## config.mk

```make
export PLATFORM = sky130hd
export DESIGN_NAME = trm_matrix
export DESIGN_NICKNAME = d
export VERILOG_FILES = /design/src/rtl/trm_pkg.sv /design/src/rtl/trm_run_ctl.sv /design/src/rtl/trm_matrix.sv
export SDC_FILE = /design/constraint.sdc
export NUM_CORES = 1
export LEC_CHECK = 0
export BUFFER_PORTS_ARGS = -buffer_cell sky130_fd_sc_hd__buf_2
export CAP_MARGIN = 10
export CORE_UTILIZATION = 46
export CTS_BUF_LIST = sky130_fd_sc_hd__clkbuf_2
export CTS_CLUSTER_SIZE = 25
export DETAILED_ROUTE_END_ITERATION = 7
export PLACE_DENSITY = 0.83
export SLEW_MARGIN = 20
export SYNTH_ARGS = -nofsm -noshare
export SYNTH_HDL_FRONTEND = slang
export SYNTH_SLANG_ARGS = --single-unit
```

## constraint.sdc

```tcl
create_clock -name pclk -period 1.9 [get_ports pclk]
set_input_delay 0.38 -clock pclk [delete_from_list [all_inputs] [get_ports pclk]]
set_output_delay 0.38 -clock pclk [all_outputs]
set_load 0.02 [all_outputs]
```

## src/rtl/trm_pkg.sv

```systemverilog
// Constants and types shared by the trigger routing matrix files.
`default_nettype none
package trm_pkg;
	////////////////////////////////////////////////////////////////////////
	// Register byte offsets.
	localparam logic [7:0] TRM_CFG_OFF = 8'h00;
	localparam logic [7:0] TRM_CMD_OFF = 8'h04;
	localparam logic [7:0] TRM_STAT_OFF = 8'h08;
	localparam logic [31:0] TRM_CFG_RST = 32'h0000_0000;
	localparam logic [31:0] TRM_ZERO = 32'h0000_0000;
	localparam int TRM_CFG_W = 11;
	////////////////////////////////////////////////////////////////////////
	// Configuration fields: one two-bit route setting per pairing, then single-bit analyzer and break enables for line B.
	localparam int TRM_NPAIR = 4;
	localparam int TRM_PAIR_COAX_A = 0;
	localparam int TRM_PAIR_COAX_B = 1;
	localparam int TRM_PAIR_BUS_A = 2;
	localparam int TRM_PAIR_BUS_B = 3;
	localparam int TRM_ANA_DRV_B_BIT = 8;
	localparam int TRM_ANA_RCV_B_BIT = 9;
	localparam int TRM_BRK_B_BIT = 10;
	localparam logic [1:0] TRM_ROUTE_NONE = 2'h0;
	localparam logic [1:0] TRM_ROUTE_DRIVE = 2'h1;
	localparam logic [1:0] TRM_ROUTE_RECEIVE = 2'h2;
	////////////////////////////////////////////////////////////////////////
	// Command bits, write-one pulses.
	localparam int TRM_CMD_ARM_BIT = 0;
	localparam int TRM_CMD_EXEC_BIT = 1;
	localparam int TRM_CMD_BREAK_BIT = 2;
	////////////////////////////////////////////////////////////////////////
	// Status bits.
	localparam int TRM_ST_MONITOR_BIT = 0;
	localparam int TRM_ST_ARMED_BIT = 1;
	localparam int TRM_ST_RUNNING_BIT = 2;
	localparam int TRM_ST_WAIT_BIT = 3;
	localparam int TRM_ST_LINE_A_BIT = 4;
	localparam int TRM_ST_LINE_B_BIT = 5;
	localparam int TRM_ST_READY_BIT = 6;
	////////////////////////////////////////////////////////////////////////
	// Run handshake states.
	typedef enum logic [1:0] {
		TRM_MONITOR,
		TRM_ARMED,
		TRM_RUNNING,
		TRM_WAIT_READY
	} trm_run_e;
endpackage : trm_pkg
`default_nettype wire

```

## src/rtl/trm_run_ctl.sv

```systemverilog
// Coordination bus run handshake of one emulator.
`default_nettype none
module trm_run_ctl
	import trm_pkg::*;
(
	input wire logic pclk,
	input wire logic presetn,
	input wire logic arm_req,
	input wire logic exec_seen,
	input wire logic bus_ready,
	input wire logic break_req,
	output trm_run_e state_r,
	output logic start_r,
	output logic stop_r,
	output logic ready_hold_r
);
	////////////////////////////////////////////////////////////////////////
	// State transitions.
	trm_run_e state_nxt;
	logic ready_d_r;
	wire ready_rise = bus_ready & ~ready_d_r;
	wire ready_fall = ~bus_ready & ready_d_r;

	always_comb begin
		state_nxt = state_r;
		unique case (state_r)
			TRM_MONITOR: begin
				if (arm_req && !break_req) begin
					state_nxt = TRM_ARMED;
				end
			end
			TRM_ARMED: begin
				if (break_req) begin
					state_nxt = TRM_MONITOR;
				end else if (bus_ready && exec_seen) begin
					state_nxt = TRM_RUNNING;
				end
			end
			TRM_RUNNING: begin
				if (break_req) begin
					state_nxt = TRM_MONITOR;
				end else if (ready_fall) begin
					state_nxt = TRM_WAIT_READY;
				end
			end
			TRM_WAIT_READY: begin
				if (break_req) begin
					state_nxt = TRM_MONITOR;
				end else if (ready_rise) begin
					state_nxt = TRM_RUNNING;
				end
			end
		endcase
	end

	always_ff @(posedge pclk or negedge presetn) begin
		if (!presetn) begin
			state_r <= TRM_MONITOR;
			ready_d_r <= 1'b0;
			start_r <= 1'b0;
			stop_r <= 1'b0;
			ready_hold_r <= 1'b1;
		end else begin
			state_r <= state_nxt;
			ready_d_r <= bus_ready;
			start_r <= (state_nxt == TRM_RUNNING) && (state_r != TRM_RUNNING);
			stop_r <= (state_r == TRM_RUNNING) && (state_nxt != TRM_RUNNING);
			ready_hold_r <= (state_nxt == TRM_MONITOR);
		end
	end
endmodule : trm_run_ctl
`default_nettype wire

```

## src/rtl/trm_matrix.sv

```systemverilog
// Trigger routing matrix with coordination bus run control and APB registers.
// Behaviour
// - Analyzer takes its trigger from line B when configured to receive it.
// - Analyzer trigger input never selects line A.
// - Each external/internal pairing is drive, receive or none; reset is none.
// - A trigger source on a received line breaks the emulator into monitor.
// - Break input has an enable for line B, including bus cross trigger.
// - Break input always listens to line A, no enable.
// - Coax set to drive line A breaks the emulator on assertion.
// - Armed emulator starts only with bus ready and the run strobe.
// - Ready is held off by every participant until it is armed.
// - Any participant may strobe run; emulator and analyzer start together.
// - A break on any participant stops every participant.
// - Analyzer always drives line A on its trigger.
//
// Added by the designer: the APB slave port and the placing of the registers.
`default_nettype none
module trm_matrix
	import trm_pkg::*;
(
	input wire logic pclk,
	input wire logic presetn,
	input wire logic psel,
	input wire logic penable,
	input wire logic pwrite,
	input wire logic [7:0] paddr,
	input wire logic [31:0] pwdata,
	output logic [31:0] prdata,
	output logic pready,
	output logic pslverr,
	input wire logic analyzer_trigger_found,
	output logic analyzer_trigger_in,
	output logic analyzer_start,
	output logic emulator_break,
	output logic emulator_start,
	output logic emulator_running,
	input wire logic coax_trigger_line_i,
	output logic coax_trigger_line_o,
	output logic coax_trigger_line_oe,
	input wire logic bus_cross_trigger_i,
	output logic bus_cross_trigger_o,
	output logic bus_cross_trigger_oe,
	input wire logic bus_ready_i,
	output logic bus_ready_o,
	output logic bus_ready_oe,
	input wire logic bus_execute_i,
	output logic bus_execute_o,
	output logic bus_execute_oe
);
	////////////////////////////////////////////////////////////////////////
	// APB decode.
	logic [TRM_CFG_W-1:0] cfg_r;
	logic pready_r;
	logic pslverr_r;
	logic [31:0] prdata_r;
	wire setup = psel & ~penable & ~pready_r;
	wire hit_cfg = (paddr == TRM_CFG_OFF);
	wire hit_cmd = (paddr == TRM_CMD_OFF);
	wire hit_stat = (paddr == TRM_STAT_OFF);
	wire mapped = hit_cfg | hit_cmd | hit_stat;
	wire wr_now = psel & penable & pready_r & pwrite;
	wire cmd_wr = wr_now & hit_cmd;
	wire cmd_arm = cmd_wr & pwdata[TRM_CMD_ARM_BIT];
	wire cmd_exec = cmd_wr & pwdata[TRM_CMD_EXEC_BIT];
	wire cmd_break = cmd_wr & pwdata[TRM_CMD_BREAK_BIT];

	////////////////////////////////////////////////////////////////////////
	// Route decode, one drive and receive flag per pairing.
	logic [TRM_NPAIR-1:0] drv;
	logic [TRM_NPAIR-1:0] rcv;
	genvar gi;
	generate
		for (gi = 0; gi < TRM_NPAIR; gi++) begin : g_pair
			wire [1:0] sel = cfg_r[2*gi+1:2*gi];
			assign drv[gi] = (sel == TRM_ROUTE_DRIVE);
			assign rcv[gi] = (sel == TRM_ROUTE_RECEIVE);
		end
	endgenerate

	////////////////////////////////////////////////////////////////////////
	// Internal trigger lines.
	wire ana_drv_b = cfg_r[TRM_ANA_DRV_B_BIT];
	wire ana_rcv_b = cfg_r[TRM_ANA_RCV_B_BIT];
	wire brk_b = cfg_r[TRM_BRK_B_BIT];
	wire internal_trigger_a = analyzer_trigger_found
		| (drv[TRM_PAIR_COAX_A] & coax_trigger_line_i)
		| (drv[TRM_PAIR_BUS_A] & bus_cross_trigger_i);
	wire internal_trigger_b = (ana_drv_b & analyzer_trigger_found)
		| (drv[TRM_PAIR_COAX_B] & coax_trigger_line_i)
		| (drv[TRM_PAIR_BUS_B] & bus_cross_trigger_i);
	wire break_line = internal_trigger_a
		| (brk_b & internal_trigger_b);
	wire coax_out = (rcv[TRM_PAIR_COAX_A] & internal_trigger_a)
		| (rcv[TRM_PAIR_COAX_B] & internal_trigger_b);
	wire coax_oe = rcv[TRM_PAIR_COAX_A] | rcv[TRM_PAIR_COAX_B];
	wire bus_out = (rcv[TRM_PAIR_BUS_A] & internal_trigger_a)
		| (rcv[TRM_PAIR_BUS_B] & internal_trigger_b);
	wire bus_oe = rcv[TRM_PAIR_BUS_A] | rcv[TRM_PAIR_BUS_B];

	////////////////////////////////////////////////////////////////////////
	// Run handshake.
	trm_run_e run_state;
	logic run_start;
	logic ready_hold;
	wire break_req = break_line | cmd_break;
	// Own strobe is taken back from the bus so every unit starts on the same edge.
	wire exec_seen = bus_execute_i;

	trm_run_ctl u_run (
		.pclk(pclk),
		.presetn(presetn),
		.arm_req(cmd_arm),
		.exec_seen(exec_seen),
		.bus_ready(bus_ready_i),
		.break_req(break_req),
		.state_r(run_state),
		.start_r(run_start),
		.stop_r(),
		.ready_hold_r(ready_hold)
	);

	wire [31:0] stat_word = {25'h0000000, bus_ready_i, internal_trigger_b, internal_trigger_a,
		run_state == TRM_WAIT_READY, run_state == TRM_RUNNING,
		run_state == TRM_ARMED, run_state == TRM_MONITOR};
	wire [31:0] rd_word = hit_cfg ? {21'h000000, cfg_r} : (hit_stat ? stat_word : TRM_ZERO);

	////////////////////////////////////////////////////////////////////////
	// Registers.
	always_ff @(posedge pclk or negedge presetn) begin
		if (!presetn) begin
			cfg_r <= TRM_CFG_RST[TRM_CFG_W-1:0];
			pready_r <= 1'b0;
			pslverr_r <= 1'b0;
			prdata_r <= TRM_ZERO;
		end else begin
			pready_r <= setup;
			pslverr_r <= setup & ~mapped;
			prdata_r <= (setup & ~pwrite) ? rd_word : TRM_ZERO;
			if (wr_now && hit_cfg) begin
				cfg_r <= pwdata[TRM_CFG_W-1:0];
			end
		end
	end

	always_ff @(posedge pclk or negedge presetn) begin
		if (!presetn) begin
			analyzer_trigger_in <= 1'b0;
			analyzer_start <= 1'b0;
			emulator_break <= 1'b0;
			emulator_start <= 1'b0;
			emulator_running <= 1'b0;
			coax_trigger_line_o <= 1'b0;
			coax_trigger_line_oe <= 1'b0;
			bus_cross_trigger_o <= 1'b0;
			bus_cross_trigger_oe <= 1'b0;
			bus_ready_oe <= 1'b1;
			bus_ready_o <= 1'b0;
			bus_execute_o <= 1'b0;
			bus_execute_oe <= 1'b0;
		end else begin
			analyzer_trigger_in <= ana_rcv_b & internal_trigger_b;
			analyzer_start <= run_start;
			emulator_break <= break_req;
			emulator_start <= run_start;
			emulator_running <= (run_state == TRM_RUNNING);
			coax_trigger_line_o <= coax_out;
			coax_trigger_line_oe <= coax_oe;
			bus_cross_trigger_o <= bus_out;
			bus_cross_trigger_oe <= bus_oe;
			bus_ready_oe <= ready_hold;
			bus_ready_o <= 1'b0;
			bus_execute_o <= cmd_exec;
			bus_execute_oe <= cmd_exec;
		end
	end

	assign prdata = prdata_r;
	assign pready = pready_r;
	assign pslverr = pslverr_r;
endmodule : trm_matrix
`default_nettype wire

```

# ---- Word level (Yosys, flattened, before mapping)
# Cells that the tools add are included.
dict set report word_totals {
  reg_bits 39
  wordCells 94
}
dict set report classes {
  n_eq_ne 15
  muxes 11
  n_bitwise 42
  reduce_logical 8
}
# operator count
set op_table {}
lappend op_table {{1-bit bitwise AND} 24}
lappend op_table {{11-bit 2-to-1 mux} 2}
lappend op_table {{2-bit equality test (second input constant)} 7}
lappend op_table {{2-bit 2-to-1 mux} 7}
lappend op_table {{1-bit bitwise OR} 12}
lappend op_table {{2-bit by 1-bit equality test with 1-bit output (second input constant)} 5}
lappend op_table {{8-bit by 3-bit equality test with 1-bit output (second input constant)} 1}
lappend op_table {{8-bit by 4-bit equality test with 1-bit output (second input constant)} 1}
lappend op_table {{8-bit logical NOT} 1}
lappend op_table {{2-bit one-hot mux with 4 select lines} 1}
lappend op_table {{7-bit 2-to-1 mux} 1}
lappend op_table {{1-bit inverter} 6}
lappend op_table {{1-bit logical AND} 4}
lappend op_table {{2-bit logical NOT} 2}
lappend op_table {{2-bit != test (second input constant)} 1}
lappend op_table {{1-bit logical NOT} 1}

# ---- Depth between registers and ports, before layout
dict set report depth {
  depth_word 13
  ltp_mapped 5
}

# ---- Modules after synthesis
# Synthesis repeated with hierarchy kept, for this count alone.
dict set report unflattened {
  hier_cells 158
  hier_area_um2 1840.5
}
# mod n_inst cells_per_inst area_each_um2 seq_area_each_um2
set by_module_without_submodules {}
lappend by_module_without_submodules {trm_matrix 1 135 1579.0 852.1}
lappend by_module_without_submodules {trm_run_ctl 1 23 261.5 151.4}

# ---- Worst setup path before layout
# No wires, ideal clock.
dict set report synth_path {
  kind {input to register}
  from {in paddr[5]}
  to {reg cfg_r[0]}
  setup_time_ns 0.127
  t_arrival_ns 1.556
  required_time_ns 1.773
  setup_slack_ns 0.217
  path_stages 5
  cell_sequence {nor4_4 -> and4_1 -> and2b_1 -> buf_6 -> mux2_1}
}
dict set report synth_via {
  elab_chain_cells 2
}
# item line
set synth_rtl {}
lappend synth_rtl {{from (decl)} trm_matrix.sv:26} ;# input wire logic [7:0] paddr,
lappend synth_rtl {{8-bit logical NOT} trm_matrix.sv:57} ;# wire hit_cfg = (paddr == TRM_CFG_OFF);
lappend synth_rtl {{1-bit logical AND} trm_matrix.sv:139} ;# if (wr_now && hit_cfg) begin
lappend synth_rtl {{to (signal assigned)} trm_matrix.sv:131} ;# cfg_r <= TRM_CFG_RST[TRM_CFG_W-1:0];
lappend synth_rtl {{to (signal assigned)} trm_matrix.sv:140} ;# cfg_r <= pwdata[TRM_CFG_W-1:0];
lappend synth_rtl {{to (decl)} trm_matrix.sv:52} ;# logic [TRM_CFG_W-1:0] cfg_r;
# Every way passes these cells.
# A chain may end at the register's enable or synchronous reset.

# ---- Worst setup path after layout
dict set report layout_path {
  from {reg cfg_r[5]}
  to {reg u_run.start_r}
}
dict set report layout_via {
  elab_chain_cells 11
}
# item line
set layout_rtl {}
lappend layout_rtl {{2-bit by 1-bit equality test with 1-bit output (*)} trm_matrix.sv:75} ;# assign drv[gi] = (sel == TRM_ROUTE_DRIVE);
lappend layout_rtl {{1-bit bitwise AND (*)} trm_matrix.sv:87} ;# | (drv[TRM_PAIR_BUS_A] & bus_cross_trigger_i);
lappend layout_rtl {{1-bit bitwise OR (*)} trm_matrix.sv:87}
lappend layout_rtl {{1-bit bitwise OR (*)} trm_matrix.sv:92} ;# | (brk_b & internal_trigger_b);
lappend layout_rtl {{1-bit bitwise OR (*)} trm_matrix.sv:105} ;# wire break_req = break_line | cmd_break;
lappend layout_rtl {{net break_req} trm_matrix.sv:105}
lappend layout_rtl {{1-bit logical NOT} trm_run_ctl.sv:28} ;# if (arm_req && !break_req) begin
lappend layout_rtl {{1-bit logical AND} trm_run_ctl.sv:28}
lappend layout_rtl {{2-bit 2-to-1 mux} trm_run_ctl.sv:28}
lappend layout_rtl {{2-bit one-hot mux with 4 select lines (*)} trm_run_ctl.sv:26} ;# unique case (state_r)
lappend layout_rtl {{2-bit equality test (*)} trm_run_ctl.sv:66} ;# start_r <= (state_nxt == TRM_RUNNING) && (state_r != TRM_RUNNING);
lappend layout_rtl {{1-bit logical AND (*)} trm_run_ctl.sv:66}
lappend layout_rtl {{to (signal assigned)} trm_run_ctl.sv:66}
lappend layout_rtl {{to (decl)} trm_run_ctl.sv:13} ;# output logic start_r,
# Mark *: on every way through the listed nets, which the timed path passes. The rest lies on a longest branch.

==> metrics.cfg <==
[run_status]
outcome = finished clean

[place]
place_congestion = 0.8070
io_buffers = 53
dpl.cell_count = 250
hpwlAfterDp_um = 2386

[floorplanning]
rows = 22
fp.dieArea_um2 = 4053
io_pins = 97
die_w_um = 63.67
start_util_pct = 47.78
die_h_um = 63.67
core-area_um2 = 3661

[clocking]
postCtsSetupBuffers = 0
root_buffer = clkbuf_2
cts_inserted_buffers = 5
clock-sinks = 39
cts_resized = 0
cts_max_level = 2
clock_latency_ns = 0.38
tritoncts = built
clk_pin_slew_ns = 0.18
clockBufferDepth = 2

[routing]
routed.top_layer = met4
vias = 1221
dr.first_iter.drc_count = 70
wl_met3_um = 186
firstDrtPassIters = 4
m1WireLength_um = 1230
drc = 0
ant_nets = 0
routed_wl_um = 3026
via_per_inst = 4.714
wl_per_cell_um = 11.68
met2_wirelength_um = 1529

[cells_and_area]
area.growth.synth_to_final_pct = 19.10
nets = 260
utilization_pct = 56.90
fin_cells = 259
drive_gt1_share_pct = 34.12
diodes = 0

[logic_synthesis]
synth.top_cells.by_count = dfrtp_1, buf_4, nor2_1
synth_top_cell_by_area = dfrtp_1
netlist_instances = 148
synth_edf_count = 0
ys_types = 36
avgSynthCellArea_um2 = 11.82
async_flop_share_pct = 100.0
ys_seq_elements = 39
synth_area_leaders = dfrtp_1, buf_4, mux2_1
syn_area_um2 = 1749
synth_top_area_share_pct = 52.93
synth_warnings = 0
seq_area_frac_synth_pct = 55.94
yosysMostFrequentCell = dfrtp_1
yosys_most_used_dff = dfrtp_1

[critical_path]
slowest_delay_ns = 0.44
r2r_cells = 4
worst_setup_path_start_kind = flip-flop
reg2reg_to = u_run.start_r
cp.arrival_ns = 1.93
reg2reg_from = cfg_r[5]
critical_path.max_fanout = 5
cp_slowest_cell = dfrtp_1
r2r_slack_ns = 0.24
crit_chain = and3b_1, a311oi_2, o211ai_1, nor4b_1
required_ns = 2.17
critPathKind = reg -> reg
endpoint_kind = flip-flop

[timing]
drv_slew = 0
clock_skew_ns = 0.009857
min_period_ns = 1.657
hold_viol = 0
period_share_pct = 87.21
finalSetupViolations = 0
rsz0062_at_grt = false
finalSetupTns_ns = 0
fmax_mhz = 603.5

[flow_run]
cap_violations = 0

[power_and_ir_drop]
p_leak_nw = 1.128
power.density_nw_per_um2 = 632.4
ir_drop_mv = 0.2769
power_mw = 1.317

[worst_hold_path]
whs_endpoint = u_run.ready_d_r
hold-path-cell-count = 1
hp-start = bus_ready_i
hold_class = in -> reg

[grt]
grt_max_degree = 40
grt-ovfl-total = 0
grt_pass1_wl_um = 5030
grtUsageTotal_pct = 16.97
antenna_found_initial = 0
grt_pass1_vias = 1111

==> per-layer routing <==
metal  vias up  global-route usage (%)
li1        595                       -
met1       558                   19.95
met2        60                   27.93
met3         8                   4.529
met4         0                   9.375
met5         -                       0
==> final cells by class <==
class	count	area, um^2
clock buffer	5	25.02
clock inverter	3	20.02
fill	315	1578
inverter	2	7.507
multi-input combinational	102	646.9
sequential	39	978.4
tap	48	60.06
timing repair buffer	60	345.3
==> stage by stage <==
step	area [um^2]	hold WS [ns]	worst slack, ns
after floorplan	1828	0.08441	0.2169
after global placement	2028	0.3341	0.1093
after detailed placement	2028	0.3370	0.06791
after CTS	2083	0.1294	0.2563
after global routing	2083	0.1098	0.06285
final	2083	0.1628	0.2430
==> kinds of logic (layout without fill, tap and decap cells) <==
| group | count (synthesis) | count (layout) | share of synthesized area [%] |
|---|---|---|---|
| AND/OR/NAND/NOR | 49 | 49 | 16.74 |
| multiplexers | 14 | 14 | 8.798 |
| flip-flops | 39 | 39 | 55.94 |
| other | 1 | 22 | 0.2144 |
| AO/OA/AOI/OAI | 17 | 17 | 6.723 |
| buffers and inverters | 28 | 70 | 11.59 |
==> worst max-delay path: cells and delay by family, from the launching register on <==
kind               cells  cell delay, ns
DFF                    1            0.44
AOI/OAI and AO/OA      2            0.55
and+or+nand+nor        2            0.56
==> layout by cell type (no fill, tap or decap), types with 3 or more instances in the layout <==
cell	n
clkbuf_2	5
a21oi_1	4
nor2_1	11
nor2b_1	4
nand4_1	3
mux2_1	10
and2_1	4
mux2i_1	3
nand3_1	3
dfrtp_1	37
buf_4	4
nand2_1	7
buf_2	53
conb_1	22
nand2b_1	5
==> sequential cells by signal (all words and copies together) (netlist names) <==
signal / count
cfg_r: 11
prdata: 11
u_run.state_r: 2
analyzer_trigger_in: 1
bus_cross_trigger_o: 1
bus_cross_trigger_oe: 1
bus_execute_oe: 1
bus_ready_oe: 1
coax_trigger_line_o: 1
coax_trigger_line_oe: 1
emulator_break: 1
emulator_running: 1
emulator_start: 1
pready: 1
pslverr: 1
u_run.ready_d_r: 1
u_run.ready_hold_r: 1
u_run.start_r: 1
==> where the power goes <==
part / total (mW) / internal (mW) / switching (mW)
Sequential: 0.839 / 0.837 / 0.00266
Combinational: 0.135 / 0.0431 / 0.0923
Clock: 0.343 / 0.0872 / 0.255
==> worst max path at each step <==
stage	depth (start not counted)	to	start
floorplan	5	cfg_r[0]	paddr[5]
global placement	6	cfg_r[10]	paddr[5]
detailed placement	6	cfg_r[1]	paddr[5]
CTS	4	u_run.start_r	cfg_r[5]
global route	4	u_run.start_r	cfg_r[5]
finish	4	u_run.start_r	cfg_r[5]
==> timing repair <==
item | CTS | global route
setup endpoints to repair | 0 | 0
endpoints found under the hold margin | 37 | 0
hold buffers | 1 | 0
No activity file was read; power rests on OpenSTA's default activity.
